**config.mk**
```make
export PLATFORM = sky130hd
export DESIGN_NAME = acr_reg_bank
export DESIGN_NICKNAME = d
export VERILOG_FILES = /design/src/include/acr_pkg.sv /design/src/hw/acr_sync.sv /design/src/hw/acr_ovr_detect.sv /design/src/hw/acr_reg_bank.sv
export VERILOG_INCLUDE_DIRS = /design/src /design/src/include
export SDC_FILE = /design/constraint.sdc
export NUM_CORES = 1
export LEC_CHECK = 0
export ABC_AREA = 1
export BUFFER_PORTS_ARGS = -buffer_cell sky130_fd_sc_hd__buf_4
export CAP_MARGIN = 20
export CORE_MARGIN = 5
export CORE_UTILIZATION = 45
export CTS_CLUSTER_SIZE = 24
export DETAILED_ROUTE_END_ITERATION = 10
export PLACE_DENSITY_LB_ADDON = 0.15
export REMOVE_ABC_BUFFERS = 1
export SYNTH_ARGS = -nofsm -noshare
export SYNTH_HDL_FRONTEND = slang
export SYNTH_SLANG_ARGS = --single-unit
```
**constraint.sdc**
```tcl
create_clock -name ref_clk -period 4.7 [get_ports ref_clk]
set_input_delay 0.47 -clock ref_clk [delete_from_list [all_inputs] [get_ports ref_clk]]
set_output_delay 0.47 -clock ref_clk [all_outputs]
set_load 0.01 [all_outputs]
```
**src/include/acr_cfg.svh**
```systemverilog
// configuration constants of the adc configuration register bank
// assumes inclusion by bare name from the package and the design modules
// Operation
// - wire-mode bit 0: three-wire shared data pin
// - wire-mode bit 1: dedicated read-out pin
// - decimation enable bit inserts 2x filter
// - response select: low-pass 0, high-pass 1
// - correction loop enable bit, default off
// - four-bit threshold scales over-range trip level
// - over-range flag follows overload by 12 cycles
// - threshold resets to fifteen, serves the one channel
// - restart bit controls correction, resets to one
// - restart high holds offset zero, gain one
// - one write updates whole register at once
// - eight-bit address then sixteen-bit data word
`ifndef ACR_CFG_SVH
`define ACR_CFG_SVH
// register offsets
`define ACR_OFS_IFC      7'h00
`define ACR_OFS_CORR     7'h01
`define ACR_OFS_OVR      7'h02
`define ACR_OFS_RESTART  7'h03
`define ACR_OFS_SYNC_LO  7'h0e
`define ACR_OFS_SYNC_REF 7'h0f
`define ACR_OFS_TEMP     7'h2b
`define ACR_OFS_SWRST    7'h2c
`define ACR_OFS_SLEEP    7'h37
`define ACR_OFS_BIAS     7'h38
`define ACR_OFS_DRV      7'h3a
`define ACR_OFS_BUS_EN   7'h66
// reset values
`define ACR_RST_IFC      16'h0000
`define ACR_RST_CORR     16'h0000
`define ACR_RST_OVR      16'h0780
`define ACR_RST_RESTART  16'h4b18
`define ACR_RST_SYNC_LO  16'haaa8
`define ACR_RST_SYNC_REF 16'ha000
`define ACR_RST_SLEEP    16'h0000
`define ACR_RST_BIAS     16'hffef
`define ACR_RST_DRV      16'h0000
`define ACR_RST_BUS_EN   16'h0000
// writable bits; fixed bits keep their reset value
`define ACR_MSK_IFC      16'hd000
`define ACR_MSK_CORR     16'h800a
`define ACR_MSK_OVR      16'h0780
`define ACR_MSK_RESTART  16'h4b18
`define ACR_MSK_SYNC_LO  16'hfffc
`define ACR_MSK_SYNC_REF 16'hf070
`define ACR_MSK_SLEEP    16'hc000
`define ACR_MSK_BIAS     16'hffff
`define ACR_MSK_DRV      16'hffff
`define ACR_MSK_BUS_EN   16'hffff
// software reset key word
`define ACR_SWRST_KEY    16'hd2f0
// field positions
`define ACR_BIT_WIRE4    15
`define ACR_BIT_DECIM    14
`define ACR_BIT_HIPASS   12
`define ACR_BIT_CORR_EN  15
`define ACR_BIT_OFS_BIN  3
`define ACR_BIT_HP_ONE   1
`define ACR_OVR_MSB      10
`define ACR_OVR_LSB      7
`define ACR_BIT_RESTART  14
// transfer shape
`define ACR_ADDR_BITS    5'd8
`define ACR_DATA_BITS    5'd16
`define ACR_OVR_LATENCY  12
`endif

```
**src/include/acr_pkg.sv**
```systemverilog
// types shared by the register bank modules
// assumes acr_cfg.svh on the include path
package acr_pkg;
    `include "acr_cfg.svh"
    // serial transfer phase
    typedef enum logic [1:0] {
        ph_idle,
        ph_addr,
        ph_data,
        ph_done
    } acr_phase_type;
endpackage : acr_pkg

```
**src/hw/acr_sync.sv**
```systemverilog
// two flip-flop synchroniser for a group of asynchronous pins
// assumes the inputs are independent levels from outside ref_clk
`timescale 1ns/10ps
module acr_sync #(
    parameter int WIDTH = 3
) (
    input  wire logic             ref_clk,
    input  wire logic             rst,
    input  wire logic             clk_en,
    input  wire logic [WIDTH-1:0] pin_in,
    output logic      [WIDTH-1:0] pin_sync
);
    import acr_pkg::*;
    // both stages live in one state word
    typedef struct packed {
        logic [WIDTH-1:0] meta;   // first stage, read only by second
        logic [WIDTH-1:0] stable; // second stage
    } acr_sync_state_type;
    acr_sync_state_type st, next_st;

    // shift pins through the two stages
    always_comb begin
        next_st = st;
        if (clk_en) begin
            next_st.meta   = pin_in;
            next_st.stable = st.meta;
        end
    end

    // registers; constant reset only
    always_ff @(posedge ref_clk or posedge rst) begin
        if (rst) begin
            st <= '0;
        end else begin
            st <= next_st;
        end
    end

    assign pin_sync = st.stable;
endmodule : acr_sync

```
**src/hw/acr_ovr_detect.sv**
```systemverilog
// over-range detector with fixed output latency
// assumes sample magnitude arrives on ref_clk, one sample per enabled cycle
`timescale 1ns/10ps
`include "acr_cfg.svh"
module acr_ovr_detect #(
    parameter int MAG_W   = 11,
    parameter int LATENCY = `ACR_OVR_LATENCY
) (
    input  wire logic             ref_clk,
    input  wire logic             rst,
    input  wire logic             clk_en,
    input  wire logic [MAG_W-1:0] sample_mag,
    input  wire logic [3:0]       threshold,
    output logic                  overrange_flag
);
    import acr_pkg::*;
    // delay line of compare results
    typedef struct packed {
        logic [LATENCY-1:0] line;
    } acr_ovr_state_type;
    acr_ovr_state_type st, next_st;
    logic [MAG_W-1:0]   trip_level; // full scale times code over sixteen
    logic               exceed;     // overload seen this cycle

    // trip level is the code in the top four magnitude bits
    assign trip_level = {threshold, {(MAG_W-4){1'b0}}};
    assign exceed     = sample_mag > trip_level;

    // one stage per output clock so the flag lags by the latency
    always_comb begin
        next_st = st;
        if (clk_en) begin
            next_st.line = {st.line[LATENCY-2:0], exceed};
        end
    end

    always_ff @(posedge ref_clk or posedge rst) begin
        if (rst) begin
            st <= '0;
        end else begin
            st <= next_st;
        end
    end

    assign overrange_flag = st.line[LATENCY-1];
endmodule : acr_ovr_detect

```
**src/hw/acr_reg_bank.sv**
```systemverilog
// serial-programmed configuration register bank of a one-channel adc
// assumes serial pins come asynchronously from the host controller and
// that sample magnitude and temperature come from logic on ref_clk
`timescale 1ns/10ps
`include "acr_cfg.svh"
module acr_reg_bank #(
    parameter int MAG_W = 11
) (
    input  wire logic             ref_clk,
    input  wire logic             rst,
    input  wire logic             clk_en,
    // serial port pins
    input  wire logic             serial_clk,
    input  wire logic             serial_select_n,
    input  wire logic             sdio_in,
    output logic                  sdio_out,
    output logic                  sdio_oe,
    output logic                  serial_read_out,
    // data path controls
    output logic                  four_wire_mode,
    output logic                  decim_enable,
    output logic                  filter_response_select,
    output logic                  correction_loop_enable,
    output logic                  offset_binary_format,
    output logic                  high_perf_setting_one,
    output logic                  correction_restart,
    output logic                  correction_hold,
    output logic [3:0]            overrange_threshold,
    // raw words of the mapped-only registers
    output logic [15:0]           sync_select_low,
    output logic [15:0]           sync_and_reference_select,
    output logic [15:0]           sleep_mode_select,
    output logic [15:0]           power_and_bias_control,
    output logic [15:0]           output_driver_control,
    output logic [15:0]           output_bus_enable,
    // over-range path
    input  wire logic [MAG_W-1:0] sample_mag,
    output logic                  overrange_flag,
    // temperature sensor value for read-back
    input  wire logic [8:0]       temp_value
);
    import acr_pkg::*;

    // whole state of the serial engine and register file
    typedef struct packed {
        acr_phase_type phase;     // transfer phase
        logic          sclk_prev; // last synchronised serial clock
        logic [4:0]    bit_cnt;   // bits taken in this phase
        logic [15:0]   shift_in;  // incoming bits, msb first
        logic          read_req;  // transfer is a read
        logic [6:0]    addr;      // register address
        logic [15:0]   shift_out; // read data, msb on the pin
        logic          out_act;   // read data being driven
        logic [15:0]   interface_and_filter_control;
        logic [15:0]   correction_and_format_control;
        logic [15:0]   overrange_threshold_control;
        logic [15:0]   correction_restart_control;
        logic [15:0]   sync_select_low;
        logic [15:0]   sync_and_reference_select;
        logic [15:0]   sleep_mode_select;
        logic [15:0]   power_and_bias_control;
        logic [15:0]   output_driver_control;
        logic [15:0]   output_bus_enable;
    } acr_bank_state_type;

    acr_bank_state_type st, next_st;
    logic [2:0]  pins_sync;   // synchronised clock, select, data
    logic        sclk_s;      // serial clock, ref_clk domain
    logic        sel_n_s;     // select, active low, ref_clk domain
    logic        sdi_s;       // serial data in, ref_clk domain
    logic        sclk_rise;   // serial clock rising edge seen
    logic        sclk_fall;   // serial clock falling edge seen
    logic [15:0] rdata;       // read mux output
    logic [15:0] wdata;       // completed write word
    logic [7:0]  addr_word;   // completed address word

    // every serial pin passes two flops before use
    // select enters inverted so cleared stages read as idle after reset
    acr_sync #(
        .WIDTH    (3)
    ) u_sync (
        .ref_clk  (ref_clk),
        .rst      (rst),
        .clk_en   (clk_en),
        .pin_in   ({serial_clk, ~serial_select_n, sdio_in}),
        .pin_sync (pins_sync)
    );

    assign sclk_s  = pins_sync[2];
    assign sel_n_s = ~pins_sync[1];
    assign sdi_s   = pins_sync[0];

    // edges found from the second stage only
    assign sclk_rise = sclk_s & ~st.sclk_prev;
    assign sclk_fall = ~sclk_s & st.sclk_prev;

    // first bit is read/write, then a6..a0
    assign addr_word = {st.shift_in[6:0], sdi_s};
    // data word closes with the sixteenth data bit
    assign wdata     = {st.shift_in[14:0], sdi_s};

    // read mux; unmapped and write-only addresses read zero
    always_comb begin
        case (st.addr)
            `ACR_OFS_IFC:      rdata = st.interface_and_filter_control;
            `ACR_OFS_CORR:     rdata = st.correction_and_format_control;
            `ACR_OFS_OVR:      rdata = st.overrange_threshold_control;
            `ACR_OFS_RESTART:  rdata = st.correction_restart_control;
            `ACR_OFS_SYNC_LO:  rdata = st.sync_select_low;
            `ACR_OFS_SYNC_REF: rdata = st.sync_and_reference_select;
            `ACR_OFS_TEMP:     rdata = {7'h00, temp_value};
            `ACR_OFS_SLEEP:    rdata = st.sleep_mode_select;
            `ACR_OFS_BIAS:     rdata = st.power_and_bias_control;
            `ACR_OFS_DRV:      rdata = st.output_driver_control;
            `ACR_OFS_BUS_EN:   rdata = st.output_bus_enable;
            default:           rdata = 16'h0000;
        endcase
    end

    // keep fixed bits at reset value, take writable bits from the word
    function automatic logic [15:0] merge(
        input logic [15:0] d,
        input logic [15:0] msk,
        input logic [15:0] dflt
    );
        merge = (d & msk) | (dflt & ~msk);
    endfunction : merge

    // serial engine and register updates
    always_comb begin
        next_st = st;
        if (clk_en) begin
            next_st.sclk_prev = sclk_s;
            case (st.phase)
                // wait for select to fall
                ph_idle: begin
                    if (!sel_n_s) begin
                        next_st.phase   = ph_addr;
                        next_st.bit_cnt = 5'd0;
                        next_st.out_act = 1'b0;
                    end
                end
                // eight address bits on rising edges
                ph_addr: begin
                    if (sclk_rise) begin
                        next_st.shift_in = wdata;
                        next_st.bit_cnt  = st.bit_cnt + 5'd1;
                        if (st.bit_cnt == `ACR_ADDR_BITS - 5'd1) begin
                            next_st.read_req = addr_word[7];
                            next_st.addr     = addr_word[6:0];
                            next_st.phase    = ph_data;
                            next_st.bit_cnt  = 5'd0;
                        end
                    end
                end
                // sixteen data bits in, or read data out
                ph_data: begin
                    if (sclk_rise) begin
                        next_st.shift_in = wdata;
                        next_st.bit_cnt  = st.bit_cnt + 5'd1;
                        if (st.bit_cnt == `ACR_DATA_BITS - 5'd1) begin
                            next_st.phase = ph_done;
                            // a read never writes; all fields land together
                            if (!st.read_req) begin
                                case (st.addr)
                                    `ACR_OFS_IFC: begin
                                        next_st.interface_and_filter_control =
                                            merge(wdata, `ACR_MSK_IFC, `ACR_RST_IFC);
                                    end
                                    `ACR_OFS_CORR: begin
                                        next_st.correction_and_format_control =
                                            merge(wdata, `ACR_MSK_CORR, `ACR_RST_CORR);
                                    end
                                    `ACR_OFS_OVR: begin
                                        next_st.overrange_threshold_control =
                                            merge(wdata, `ACR_MSK_OVR, `ACR_RST_OVR);
                                    end
                                    `ACR_OFS_RESTART: begin
                                        next_st.correction_restart_control =
                                            merge(wdata, `ACR_MSK_RESTART, `ACR_RST_RESTART);
                                    end
                                    `ACR_OFS_SYNC_LO: begin
                                        next_st.sync_select_low =
                                            merge(wdata, `ACR_MSK_SYNC_LO, `ACR_RST_SYNC_LO);
                                    end
                                    `ACR_OFS_SYNC_REF: begin
                                        next_st.sync_and_reference_select =
                                            merge(wdata, `ACR_MSK_SYNC_REF, `ACR_RST_SYNC_REF);
                                    end
                                    `ACR_OFS_SLEEP: begin
                                        next_st.sleep_mode_select =
                                            merge(wdata, `ACR_MSK_SLEEP, `ACR_RST_SLEEP);
                                    end
                                    `ACR_OFS_BIAS: begin
                                        next_st.power_and_bias_control =
                                            merge(wdata, `ACR_MSK_BIAS, `ACR_RST_BIAS);
                                    end
                                    `ACR_OFS_DRV: begin
                                        next_st.output_driver_control =
                                            merge(wdata, `ACR_MSK_DRV, `ACR_RST_DRV);
                                    end
                                    `ACR_OFS_BUS_EN: begin
                                        next_st.output_bus_enable =
                                            merge(wdata, `ACR_MSK_BUS_EN, `ACR_RST_BUS_EN);
                                    end
                                    // key word puts every register back to default
                                    `ACR_OFS_SWRST: begin
                                        if (wdata == `ACR_SWRST_KEY) begin
                                            next_st.interface_and_filter_control  = `ACR_RST_IFC;
                                            next_st.correction_and_format_control = `ACR_RST_CORR;
                                            next_st.overrange_threshold_control   = `ACR_RST_OVR;
                                            next_st.correction_restart_control    = `ACR_RST_RESTART;
                                            next_st.sync_select_low               = `ACR_RST_SYNC_LO;
                                            next_st.sync_and_reference_select     = `ACR_RST_SYNC_REF;
                                            next_st.sleep_mode_select             = `ACR_RST_SLEEP;
                                            next_st.power_and_bias_control        = `ACR_RST_BIAS;
                                            next_st.output_driver_control         = `ACR_RST_DRV;
                                            next_st.output_bus_enable             = `ACR_RST_BUS_EN;
                                        end
                                    end
                                    // temperature is read only, others unmapped
                                    default: begin
                                        next_st.addr = st.addr;
                                    end
                                endcase
                            end
                        end
                    end
                    // first falling edge loads the word, later ones shift it
                    if (sclk_fall && st.read_req) begin
                        if (!st.out_act) begin
                            next_st.shift_out = rdata;
                            next_st.out_act   = 1'b1;
                        end else begin
                            next_st.shift_out = {st.shift_out[14:0], 1'b0};
                        end
                    end
                end
                // word complete; wait for select to rise
                ph_done: begin
                    if (sclk_fall && st.out_act) begin
                        next_st.shift_out = {st.shift_out[14:0], 1'b0};
                    end
                end
                default: begin
                    next_st.phase = ph_idle;
                end
            endcase
            // select rising aborts or ends any transfer
            if (sel_n_s) begin
                next_st.phase   = ph_idle;
                next_st.out_act = 1'b0;
            end
        end
    end

    // state register; every register takes its documented default
    always_ff @(posedge ref_clk or posedge rst) begin
        if (rst) begin
            st.phase                         <= ph_idle;
            st.sclk_prev                     <= 1'b0;
            st.bit_cnt                       <= 5'd0;
            st.shift_in                      <= 16'h0000;
            st.read_req                      <= 1'b0;
            st.addr                          <= 7'h00;
            st.shift_out                     <= 16'h0000;
            st.out_act                       <= 1'b0;
            st.interface_and_filter_control  <= `ACR_RST_IFC;
            st.correction_and_format_control <= `ACR_RST_CORR;
            st.overrange_threshold_control   <= `ACR_RST_OVR;
            st.correction_restart_control    <= `ACR_RST_RESTART;
            st.sync_select_low               <= `ACR_RST_SYNC_LO;
            st.sync_and_reference_select     <= `ACR_RST_SYNC_REF;
            st.sleep_mode_select             <= `ACR_RST_SLEEP;
            st.power_and_bias_control        <= `ACR_RST_BIAS;
            st.output_driver_control         <= `ACR_RST_DRV;
            st.output_bus_enable             <= `ACR_RST_BUS_EN;
        end else begin
            st <= next_st;
        end
    end

    // wire mode picks the pin that carries read data
    assign four_wire_mode  = st.interface_and_filter_control[`ACR_BIT_WIRE4];
    // three-wire mode turns the shared pin round during read data
    assign sdio_oe         = st.out_act & ~four_wire_mode;
    assign sdio_out        = st.shift_out[15];
    // four-wire mode keeps the shared pin input-only
    assign serial_read_out = st.shift_out[15] & st.out_act & four_wire_mode;

    // data path control fields
    assign decim_enable           = st.interface_and_filter_control[`ACR_BIT_DECIM];
    // response has no effect unless decimation is on
    assign filter_response_select = st.interface_and_filter_control[`ACR_BIT_HIPASS] & decim_enable;
    assign correction_loop_enable = st.correction_and_format_control[`ACR_BIT_CORR_EN];
    assign offset_binary_format   = st.correction_and_format_control[`ACR_BIT_OFS_BIN];
    assign high_perf_setting_one  = st.correction_and_format_control[`ACR_BIT_HP_ONE];
    assign overrange_threshold    = st.overrange_threshold_control[`ACR_OVR_MSB:`ACR_OVR_LSB];
    assign correction_restart     = st.correction_restart_control[`ACR_BIT_RESTART];
    // restart high or loop disabled forces offset zero and gain one; otherwise the loop runs
    assign correction_hold        = correction_restart | ~correction_loop_enable;

    // raw words of the mapped-only registers
    assign sync_select_low           = st.sync_select_low;
    assign sync_and_reference_select = st.sync_and_reference_select;
    assign sleep_mode_select         = st.sleep_mode_select;
    assign power_and_bias_control    = st.power_and_bias_control;
    assign output_driver_control     = st.output_driver_control;
    assign output_bus_enable         = st.output_bus_enable;

    // one threshold serves the channel's over-range detector
    acr_ovr_detect #(
        .MAG_W          (MAG_W),
        .LATENCY        (`ACR_OVR_LATENCY)
    ) u_ovr (
        .ref_clk        (ref_clk),
        .rst            (rst),
        .clk_en         (clk_en),
        .sample_mag     (sample_mag),
        .threshold      (overrange_threshold),
        .overrange_flag (overrange_flag)
    );
endmodule : acr_reg_bank

```
==> results of run 1 <==
[layout by cell type, fill, tap and decap left out, types with 14 or more instances in the layout]
cell type,n
nand2_1,271
buf_4,120
dfrtp_1,119
o21ai_0,105
inv_1,103
nand3_1,100
nor2_1,60
dfstp_2,34
a21oi_1,30
conb_1,25
o21ai_1,21
clkbuf_16,17
nand2_2,14
[stage by stage]
step                      std cells  utilization [%]
after floorplan                 955                -
after global placement         1309             47.4
after detailed placement       1309             47.4
after CTS                      1341             50.8
after global routing           1341             50.8
final                          1341             50.8
[logic make-up (layout without fill, tap and decap cells)]
logic type | count (synthesis) | in the layout | synth area share (%)
AO/OA/AOI/OAI | 178 | 178 | 11.6
adder cells (fa/ha/maj) | 11 | 11 | 1.63
buffers and inverters | 250 | 261 | 16.0
AND/OR/NAND/NOR | 479 | 479 | 24.9
flip-flops | 153 | 153 | 45.8
other | 1 | 25 | 0.0443
[sequential cells by signal, summed over array words and instances, names as in the netlist]
register                   flops
u_sync.st                      3
decim_enable                   1
output_driver_control         16
u_ovr.st                      12
offset_binary_format           1
sleep_mode_select              2
power_and_bias_control        16
sync_and_reference_select      7
correction_restart             1
st                            46
high_perf_setting_one          1
overrange_threshold            4
u_sync.pin_sync                3
addr_word                      7
sync_select_low               14
correction_loop_enable         1
output_bus_enable             16
four_wire_mode                 1
sdio_out                       1
[layer usage]
layer / routed length (µm) / vias up / global-route usage, %
li1: - / 3367 / -
met1: 10700 / 3327 / 30.6
met2: 10900 / 203 / 35.1
met3: 1440 / 32 / 4.57
met4: 518 / 0 / 6.43
met5: 0 / - / 0
[report_power, final]
group | internal, mW | switching [mW]
logic | 0.231 | 0.525
registers | 1.49 | 0.174
clock network | 0.918 | 0.560
total | 2.64 | 1.26
[layout make-up]
cell class                 count  area [µm²]  area share (%)
sequential                   153        3870            41.0
multi-input combinational    693        3330            35.3
timing repair buffer         120         901            9.54
clock buffer                  21         460            4.88
inverter                     109         414            4.39
tap                          234         293            3.10
clock inverter                11         170            1.80
[worst paths after layout]
kind                       slack [ps]   startpoint                         to  cells after the start
setup / recovery                 1860      st[178]  output_driver_control[15]                      8
setup reg to reg                 1860      st[178]  output_driver_control[15]                      8
min in group ref_clk              240      sdio_in               u_sync.st[3]                      3
max in group asynchronous        3470          rst  power_and_bias_control[2]                      3
hold reg to reg                   470  u_ovr.st[3]                u_ovr.st[3]                      2
hold / removal                    220          rst      output_bus_enable[14]                      2
==> impl_metrics.ini, run 1 <==
[synth]
synth_warnings = 0
synth_area_leader_cell = dfrtp_1
syn_inst = 1072
yosysMostFrequentCell = nand2_1
ys_ff_latch = 153
yosysSeqAreaShare_pct = 45.8
synth.avg_cell_area_um2 = 7.89
async_flop_share_pct = 100
synth_common_cells = nand2_1 (271), dfrtp_1 (119), o21ai_0 (105), inv_1 (104), buf_4 (103)
synth_edf_count = 0
syn_area_um2 = 8460
synth_top_area_share_pct = 35.2
synthFlopType = dfrtp_1
synth_area_leaders = dfrtp_1 (35%), nand2_1 (12%), dfstp_2 (11%)
synthDistinctLibCells = 36

[placed_design]
place_area_um2 = 8810
io_buffers = 112
post-place-ws_ps = 1900
place_congestion = 0.885
dp_hpwl_mm = 16.5

[timing]
setup_viol_count_final = 0
finalMaxSlewViolations = 0
layout_setup_ws_ps = 1860
rsz0062_at_grt = no
relSlewSlack_pct = 37.9
tightestPinTransition_ps = 927
hold_slack_ps = 221
final-hold-violation-count = 0
fin_skew_ps = 9.66
setup_tns_ps = 0
fmaxAchievable_mhz = 352
period_share_pct = 60.5
fin_crit_ps = 2840

[cts]
cts_made_buffers = 17
cts.path.max_buffers = 2
post_cts_buffers = 0
cts-resized-gates = 0
cts_sinks = 153
root_buffer = clkbuf_16
htree_levels = 4
insertion_delay_ps = 430
clk_pin_slew_worst_paths_ps = 60
cts_tree = built
cts_hold_buf = 0

[die]
die_h_um = 147
core_area_um2 = 18600
rows = 50
initial_core_util_pct = 45.5
die_area_um2 = 21600
design.portCount = 138
die_w_um = 147

[global_routing]
antenna_found_initial = 0
overflow = 0
grt_pass1_vias = 6576
grt_max_degree = 92
grt_use_total_pct = 22.0
grt_pass1_wl_mm = 37.4

[routing]
wl_per_cell_um = 17.6
vias = 6929
via_per_inst = 5.17
wl_mm = 23.6
drc = 0
ant_nets = 0
drtIter0Drc = 598
dr.pass1.iters = 5

[worst_setup_path]
worstPathArrival_ps = 3160
critPathBufInv = 2
worst_path_max_delay_cell = nand3_2
critPathMaxFanout = 32
start_kind = register
slowest_delay_ps = 580
crit_family = simple AND/OR/NAND/NOR gates
path_cells = inv_1, nand2_1, nor2_1, nand2_2, inv_2, nand2_8, nand3_2, o21ai_0
path_class = reg2reg
crit_required_ps = 5020
worstSetupEndpointType = register

[status]
status = finished clean

[cells_and_area]
fill_cells = 1783
area_growth_pct = 11.7
final_area_um2 = 9440
fin_nets = 1131
drive_above_1_share_pct = 21.1
n_antenna_cell = 0

[power_and_ir_drop]
p_leak_nw = 4.68
finalPower_mw = 3.90
irDropWorstVdd_mv = 0.270
powerDensity_nw_per_um2 = 413

[run]
drv_cap = 0

[hold_path]
hold_path_class = in2async
No activity file was read; power rests on OpenSTA's default activity.
==> run 2, diff against run 1 <==
ABC_AREA = 0   (was 1)
clock period = 2.7 ns   (was 4.7 ns; I/O delays follow)
==> run 2 against run 1 <==
Net effect: worst hold slack worse by 200 ps; critical endpoint is now sync_select_low[10]; flip-flop and latch count stayed put; synthesized cell count down 28%; largest cell class unchanged; highest routed layer unchanged; count of clock-buffer cells in the layout shrank 1; maximum frequency up 18%; clock skew is 1.6 ps lower; routed wire length up 5.6%; worst setup slack worse by 1600 ps; largest power group unchanged; sequential power up 61%; via count is 8.9% lower; critical path type unchanged.
==> impl_metrics.ini, run 2 <==
[synth]
synth.avg_cell_area_um2 = 10.6
synth_warnings = 0
synthFlopType = dfrtp_1
synthDistinctLibCells = 65
synth_area_leader_cell = dfrtp_1
yosysSeqAreaShare_pct = 47.6
synth_area_leaders = dfrtp_1 (37%), dfstp_2 (11%), buf_4 (9.3%)
syn_inst = 769
yosysMostFrequentCell = dfrtp_1
synth_edf_count = 0
async_flop_share_pct = 100
synth_common_cells = dfrtp_1 (119), buf_4 (101), a22o_1 (63), nand2_1 (52), o21ai_0 (35)
syn_area_um2 = 8130
synth_top_area_share_pct = 36.6
ys_ff_latch = 153

[power_and_ir_drop]
pwr-share-comb_pct = 11.7
switchingPower_mw = 1.51
powerDensity_nw_per_um2 = 639
pwr-share-clk_pct = 43.8
p_sw_share_pct = 25.2
irDropWorstVdd_mv = 0.485
p_leak_nw = 4.26
seqPwrFrac_pct = 44.6
intPower_mw = 4.47

[run]
drv_cap = 0

[die]
die_h_um = 144
initial_core_util_pct = 45.4
core_area_um2 = 17900
rows = 49
design.portCount = 138
die_area_um2 = 20800
die_w_um = 144

[timing]
finalMaxSlewViolations = 0
rsz0062_at_grt = no
relSlewSlack_pct = 49.7
tightestPinTransition_ps = 751
setup_viol_count_final = 0
final-hold-violation-count = 0
period_share_pct = 89.4
fmaxAchievable_mhz = 414
fin_skew_ps = 8.08
fin_crit_ps = 2410

[cts]
root_buffer = clkbuf_16
insertion_delay_ps = 430
cts_sinks = 153
clk_pin_slew_worst_paths_ps = 60
cts-resized-gates = 0
cts_tree = built
htree_levels = 4
cts_made_buffers = 17
cts.path.max_buffers = 2

[routing]
drtIter0Drc = 685
dr.pass1.iters = 5
highest_layer = met4
drc = 0
wl_mm = 24.9
vias = 6313
wl_met3_mm = 2.05
wl_per_cell_um = 23.6
wl_met1_mm = 10.3
wl_met2_mm = 11.8
ant_nets = 0
via_per_inst = 5.98

[global_routing]
grt_pass1_vias = 6431
antenna_found_initial = 0
grt_max_degree = 68
grt_pass1_wl_mm = 37.8
overflow = 0
grt_use_total_pct = 24.0

[cells_and_area]
final_common_cell = buf_4
regArea_um2 = 3870
final_area_um2 = 9350
final_core_util_pct = 52.2
multi_input_area_um2 = 3290
drive_above_1_share_pct = 31.7
regMostFlops = st
fill_cells = 1587
fin_nets = 850
area_growth_pct = 15.1
final_cells = 1055
mostFrequentLayoutCells = buf_4 (152), dfrtp_1 (119), a22o_1 (63)
largest_reg_flops = 46
n_antenna_cell = 0

[worst_setup_path]
crit_required_ps = 3060
worstPathArrival_ps = 2780
rr_worst_depth = 7
critPathMaxFanout = 9
worstSetupEndpointType = register
start_kind = register
path_class = reg2reg

[placed_design]
dp_hpwl_mm = 18.2
io_buffers = 112
place_inst = 1022
place_congestion = 0.960
place_area_um2 = 8700

[status]
status = finished clean

[hold_path]
hold_path_class = in2reg
worstHoldPathCells = 2
[run 2: cell types whose count changed in the layout (fill, tap and decap cells not counted), moves of 33 or more]
cell     previous run  this run
nor2_1             60        27
nand2_1           271        52
o21ai_0           105        34
a22o_1              0        63
inv_1             103        17
nand3_1           100        11
[run 2: kinds of logic after synthesis]
group | count (synthesis) | share of synthesized area (%)
AOI/OAI and AO/OA | 217 | 20.4
adders and majority gates | 11 | 1.69
buffers and inverters | 172 | 13.1
DFF | 153 | 47.6
muxes | 35 | 4.73
other | 1 | 0.0461
and+or+nand+nor | 180 | 12.4
[run 2: worst paths after layout]
check                           slack [ps]                          start                             to
worst max-delay path                   290                        st[207]            sync_select_low[10]
worst min-delay path                    20                serial_select_n                   u_sync.st[4]
worst max register to register         290                        st[207]            sync_select_low[10]
worst min register to register         500  sync_and_reference_select[13]  sync_and_reference_select[13]
max in group asynchronous             1430                            rst     power_and_bias_control[10]
min in group asynchronous              490                            rst      output_driver_control[15]
[run 2: worst max-delay path, cell delays in order, from the launching register on]
cell and delay [ps]:
dfrtp_1 420, inv_1 130, ha_1 230, nor2b_1 290, and3_1 340, nand2_1 110
nor2_1 590, a22o_1 240
[run 2: through the flow]
step                      TNS (ps)  hold WS, ps  setup WS (ps)  power, mW
after floorplan            -212300          363          -1640       3.12
final                            0         19.1            286       5.98
after global placement           0          394            368       3.34
after CTS                        0         18.2            346       6.00
after detailed placement         0          408            366       3.38
after global routing             0         46.2            158       6.20
[run 2: what timing repair did]
item,in CTS,in global routing
hold buffers,1,0
endpoints found under the hold margin,54,0
setup buffers,0,0
[run 2: power groups by stage]
stage | registers (mW) | logic, mW | clock network, mW
CTS | 2.66 | 0.694 | 2.65
global route | 2.69 | 0.768 | 2.74
global placement | 2.68 | 0.654 | 0
finish | 2.67 | 0.697 | 2.62
floorplan | 2.66 | 0.465 | 0
detailed placement | 2.70 | 0.688 | 0
[run 2: final cells by class]
type | count | area share [%]
repair buffers | 155 | 12.7
inverters | 18 | 0.776
multi-input cells | 468 | 35.1
clock inverters | 12 | 2.11
flip-flops and latches | 153 | 41.4
clock buffers | 20 | 4.78
well taps | 229 | 3.06
[run 2: layer usage]
layer / track usage [%] / vias to the layer above
met5: 0 / -
met4: 9.18 / 0
met3: 4.86 / 50
met2: 38.5 / 307
met1: 32.2 / 3177
li1: - / 2779
==> run 3, diff against run 2 <==
HOLD_SLACK_MARGIN = 0.15   (was default)
==> run 3 against run 2 <==
Net effect: worst hold slack improved by 220 ps; critical path depth did not move; utilization rose by 0.17 points; die area did not move; combinational power barely moved; critical path type unchanged; largest cell class unchanged; largest power group unchanged; highest routed layer unchanged.
==> impl_metrics.ini, run 3 (same netlist as run 2, synthesis figures left out) <==
[die]
initial_core_util_pct = 45.4
design.portCount = 138
rows = 49
core_area_um2 = 17900
die_area_um2 = 20800
die_w_um = 144
die_h_um = 144

[routing]
via_per_inst = 5.98
drc = 0
wl_per_cell_um = 23.5
wl_mm = 24.8
ant_nets = 0
dr.pass1.iters = 5
vias = 6323
drtIter0Drc = 604

[global_routing]
grt_max_degree = 68
overflow = 0
grt_pass1_wl_mm = 37.8
grt_pass1_vias = 6452
antenna_found_initial = 0
grt_use_total_pct = 24.0

[cts]
cts_tree = built
root_buffer = clkbuf_16
post_cts_buffers = 0
cts_sinks = 153
insertion_delay_ps = 430
cts.path.max_buffers = 2
clk_pin_slew_worst_paths_ps = 60
cts-resized-gates = 0
htree_levels = 4
cts_made_buffers = 17

[placed_design]
place_area_um2 = 8700
place_congestion = 0.960
dp_hpwl_mm = 18.2
io_buffers = 112

[timing]
period_share_pct = 89.3
relSlewSlack_pct = 49.7
tightestPinTransition_ps = 752
fmaxAchievable_mhz = 415
rsz0062_at_grt = no
setup_viol_count_final = 0
finalMaxSlewViolations = 0
fin_crit_ps = 2410
fin_skew_ps = 8.61
final-hold-violation-count = 0

[power_and_ir_drop]
seqPwrFrac_pct = 44.5
p_leak_nw = 4.27
p_sw_share_pct = 25.1
intPower_mw = 4.48
pwr-share-clk_pct = 43.8
irDropWorstVdd_mv = 0.481
pwr-share-comb_pct = 11.7
powerDensity_nw_per_um2 = 637
switchingPower_mw = 1.50

[cells_and_area]
n_antenna_cell = 0
area_growth_pct = 15.5
fin_nets = 853
regMostFlops = st
final_core_util_pct = 52.4
mostFrequentLayoutCells = buf_4 (152), dfrtp_1 (119), a22o_1 (63)
final_area_um2 = 9380
final_common_cell = buf_4
drive_above_1_share_pct = 31.6
largest_reg_flops = 46

[worst_setup_path]
start_kind = register
worstSetupEndpointType = register
critPathMaxFanout = 9
worstPathArrival_ps = 2770
crit_required_ps = 3060
path_class = reg2reg

[run]
drv_cap = 0

[hold_path]
hold_path_class = in2reg

[status]
status = finished clean
## run 3: cell types whose count changed in the layout (fill, tap and decap cells not counted), sizes merged
cell,before,now
dlygate4sd3,1,4
## run 3: path summary, 6_finish.rpt
check                                                     end  slack, ps  cells after the start                           from
worst max-delay path                      sync_select_low[10]        290                      7                        st[207]
worst min-delay path                              u_ovr.st[0]        240                      5                  sample_mag[6]
worst max register to register            sync_select_low[10]        290                      7                        st[207]
worst min register to register  sync_and_reference_select[13]        500                      2  sync_and_reference_select[13]
max in group asynchronous          power_and_bias_control[10]       1430                      4                            rst
min in group asynchronous       sync_and_reference_select[12]        490                      3                            rst
## run 3: stage by stage
stage                     hold slack (ps)  TNS (ps)  power [mW]  setup WS (ps)  cells
final                                 235         0        5.98            288   1058
after global routing                  242         0        6.21            158   1058
after CTS                             239         0        6.00            346   1058
after detailed placement              408         0        3.38            366   1022
after global placement                394         0        3.34            368   1022
after floorplan                       363   -212300        3.12          -1640    639
## run 3: critical path, cell delays in order (launching register included)
cell and delay (ps):
dfrtp_1 420, inv_1 130, ha_1 230, nor2b_1 290
and3_1 340, nand2_1 110, nor2_1 590, a22o_1 240
## run 3: timing repair
action                                  4_1_cts  5_1_grt
hold endpoints to repair                     57        0
hold buffers                                  4        0
endpoints found under the setup margin        0        0
## run 3: area by class of cell
class | count | area (µm²)
Fill cell | 1584 | 8520
Sequential cell | 153 | 3870
Multi-Input combinational cell | 468 | 3290
Timing Repair Buffer | 158 | 1220
Clock inverter | 12 | 198
Tap cell | 229 | 287
Clock buffer | 20 | 447
Inverter | 18 | 72.6
## run 3: power by group through the flow
| stage | Clock, mW | Sequential [mW] | Combinational [mW] |
|---|---|---|---|
| floorplan | 0 | 2.66 | 0.465 |
| global placement | 0 | 2.68 | 0.654 |
| detailed placement | 0 | 2.70 | 0.688 |
| CTS | 2.65 | 2.66 | 0.698 |
| global route | 2.74 | 2.69 | 0.772 |
| finish | 2.62 | 2.66 | 0.700 |
## run 3: routing by layer
metal | vias to the layer above | wire length (µm) | global-route usage [%]
li1 | 2782 | - | -
met1 | 3161 | 10100 | 32.2
met2 | 326 | 11800 | 38.5
met3 | 54 | 2100 | 4.83
met4 | 0 | 794 | 9.18
met5 | - | 0 | 0
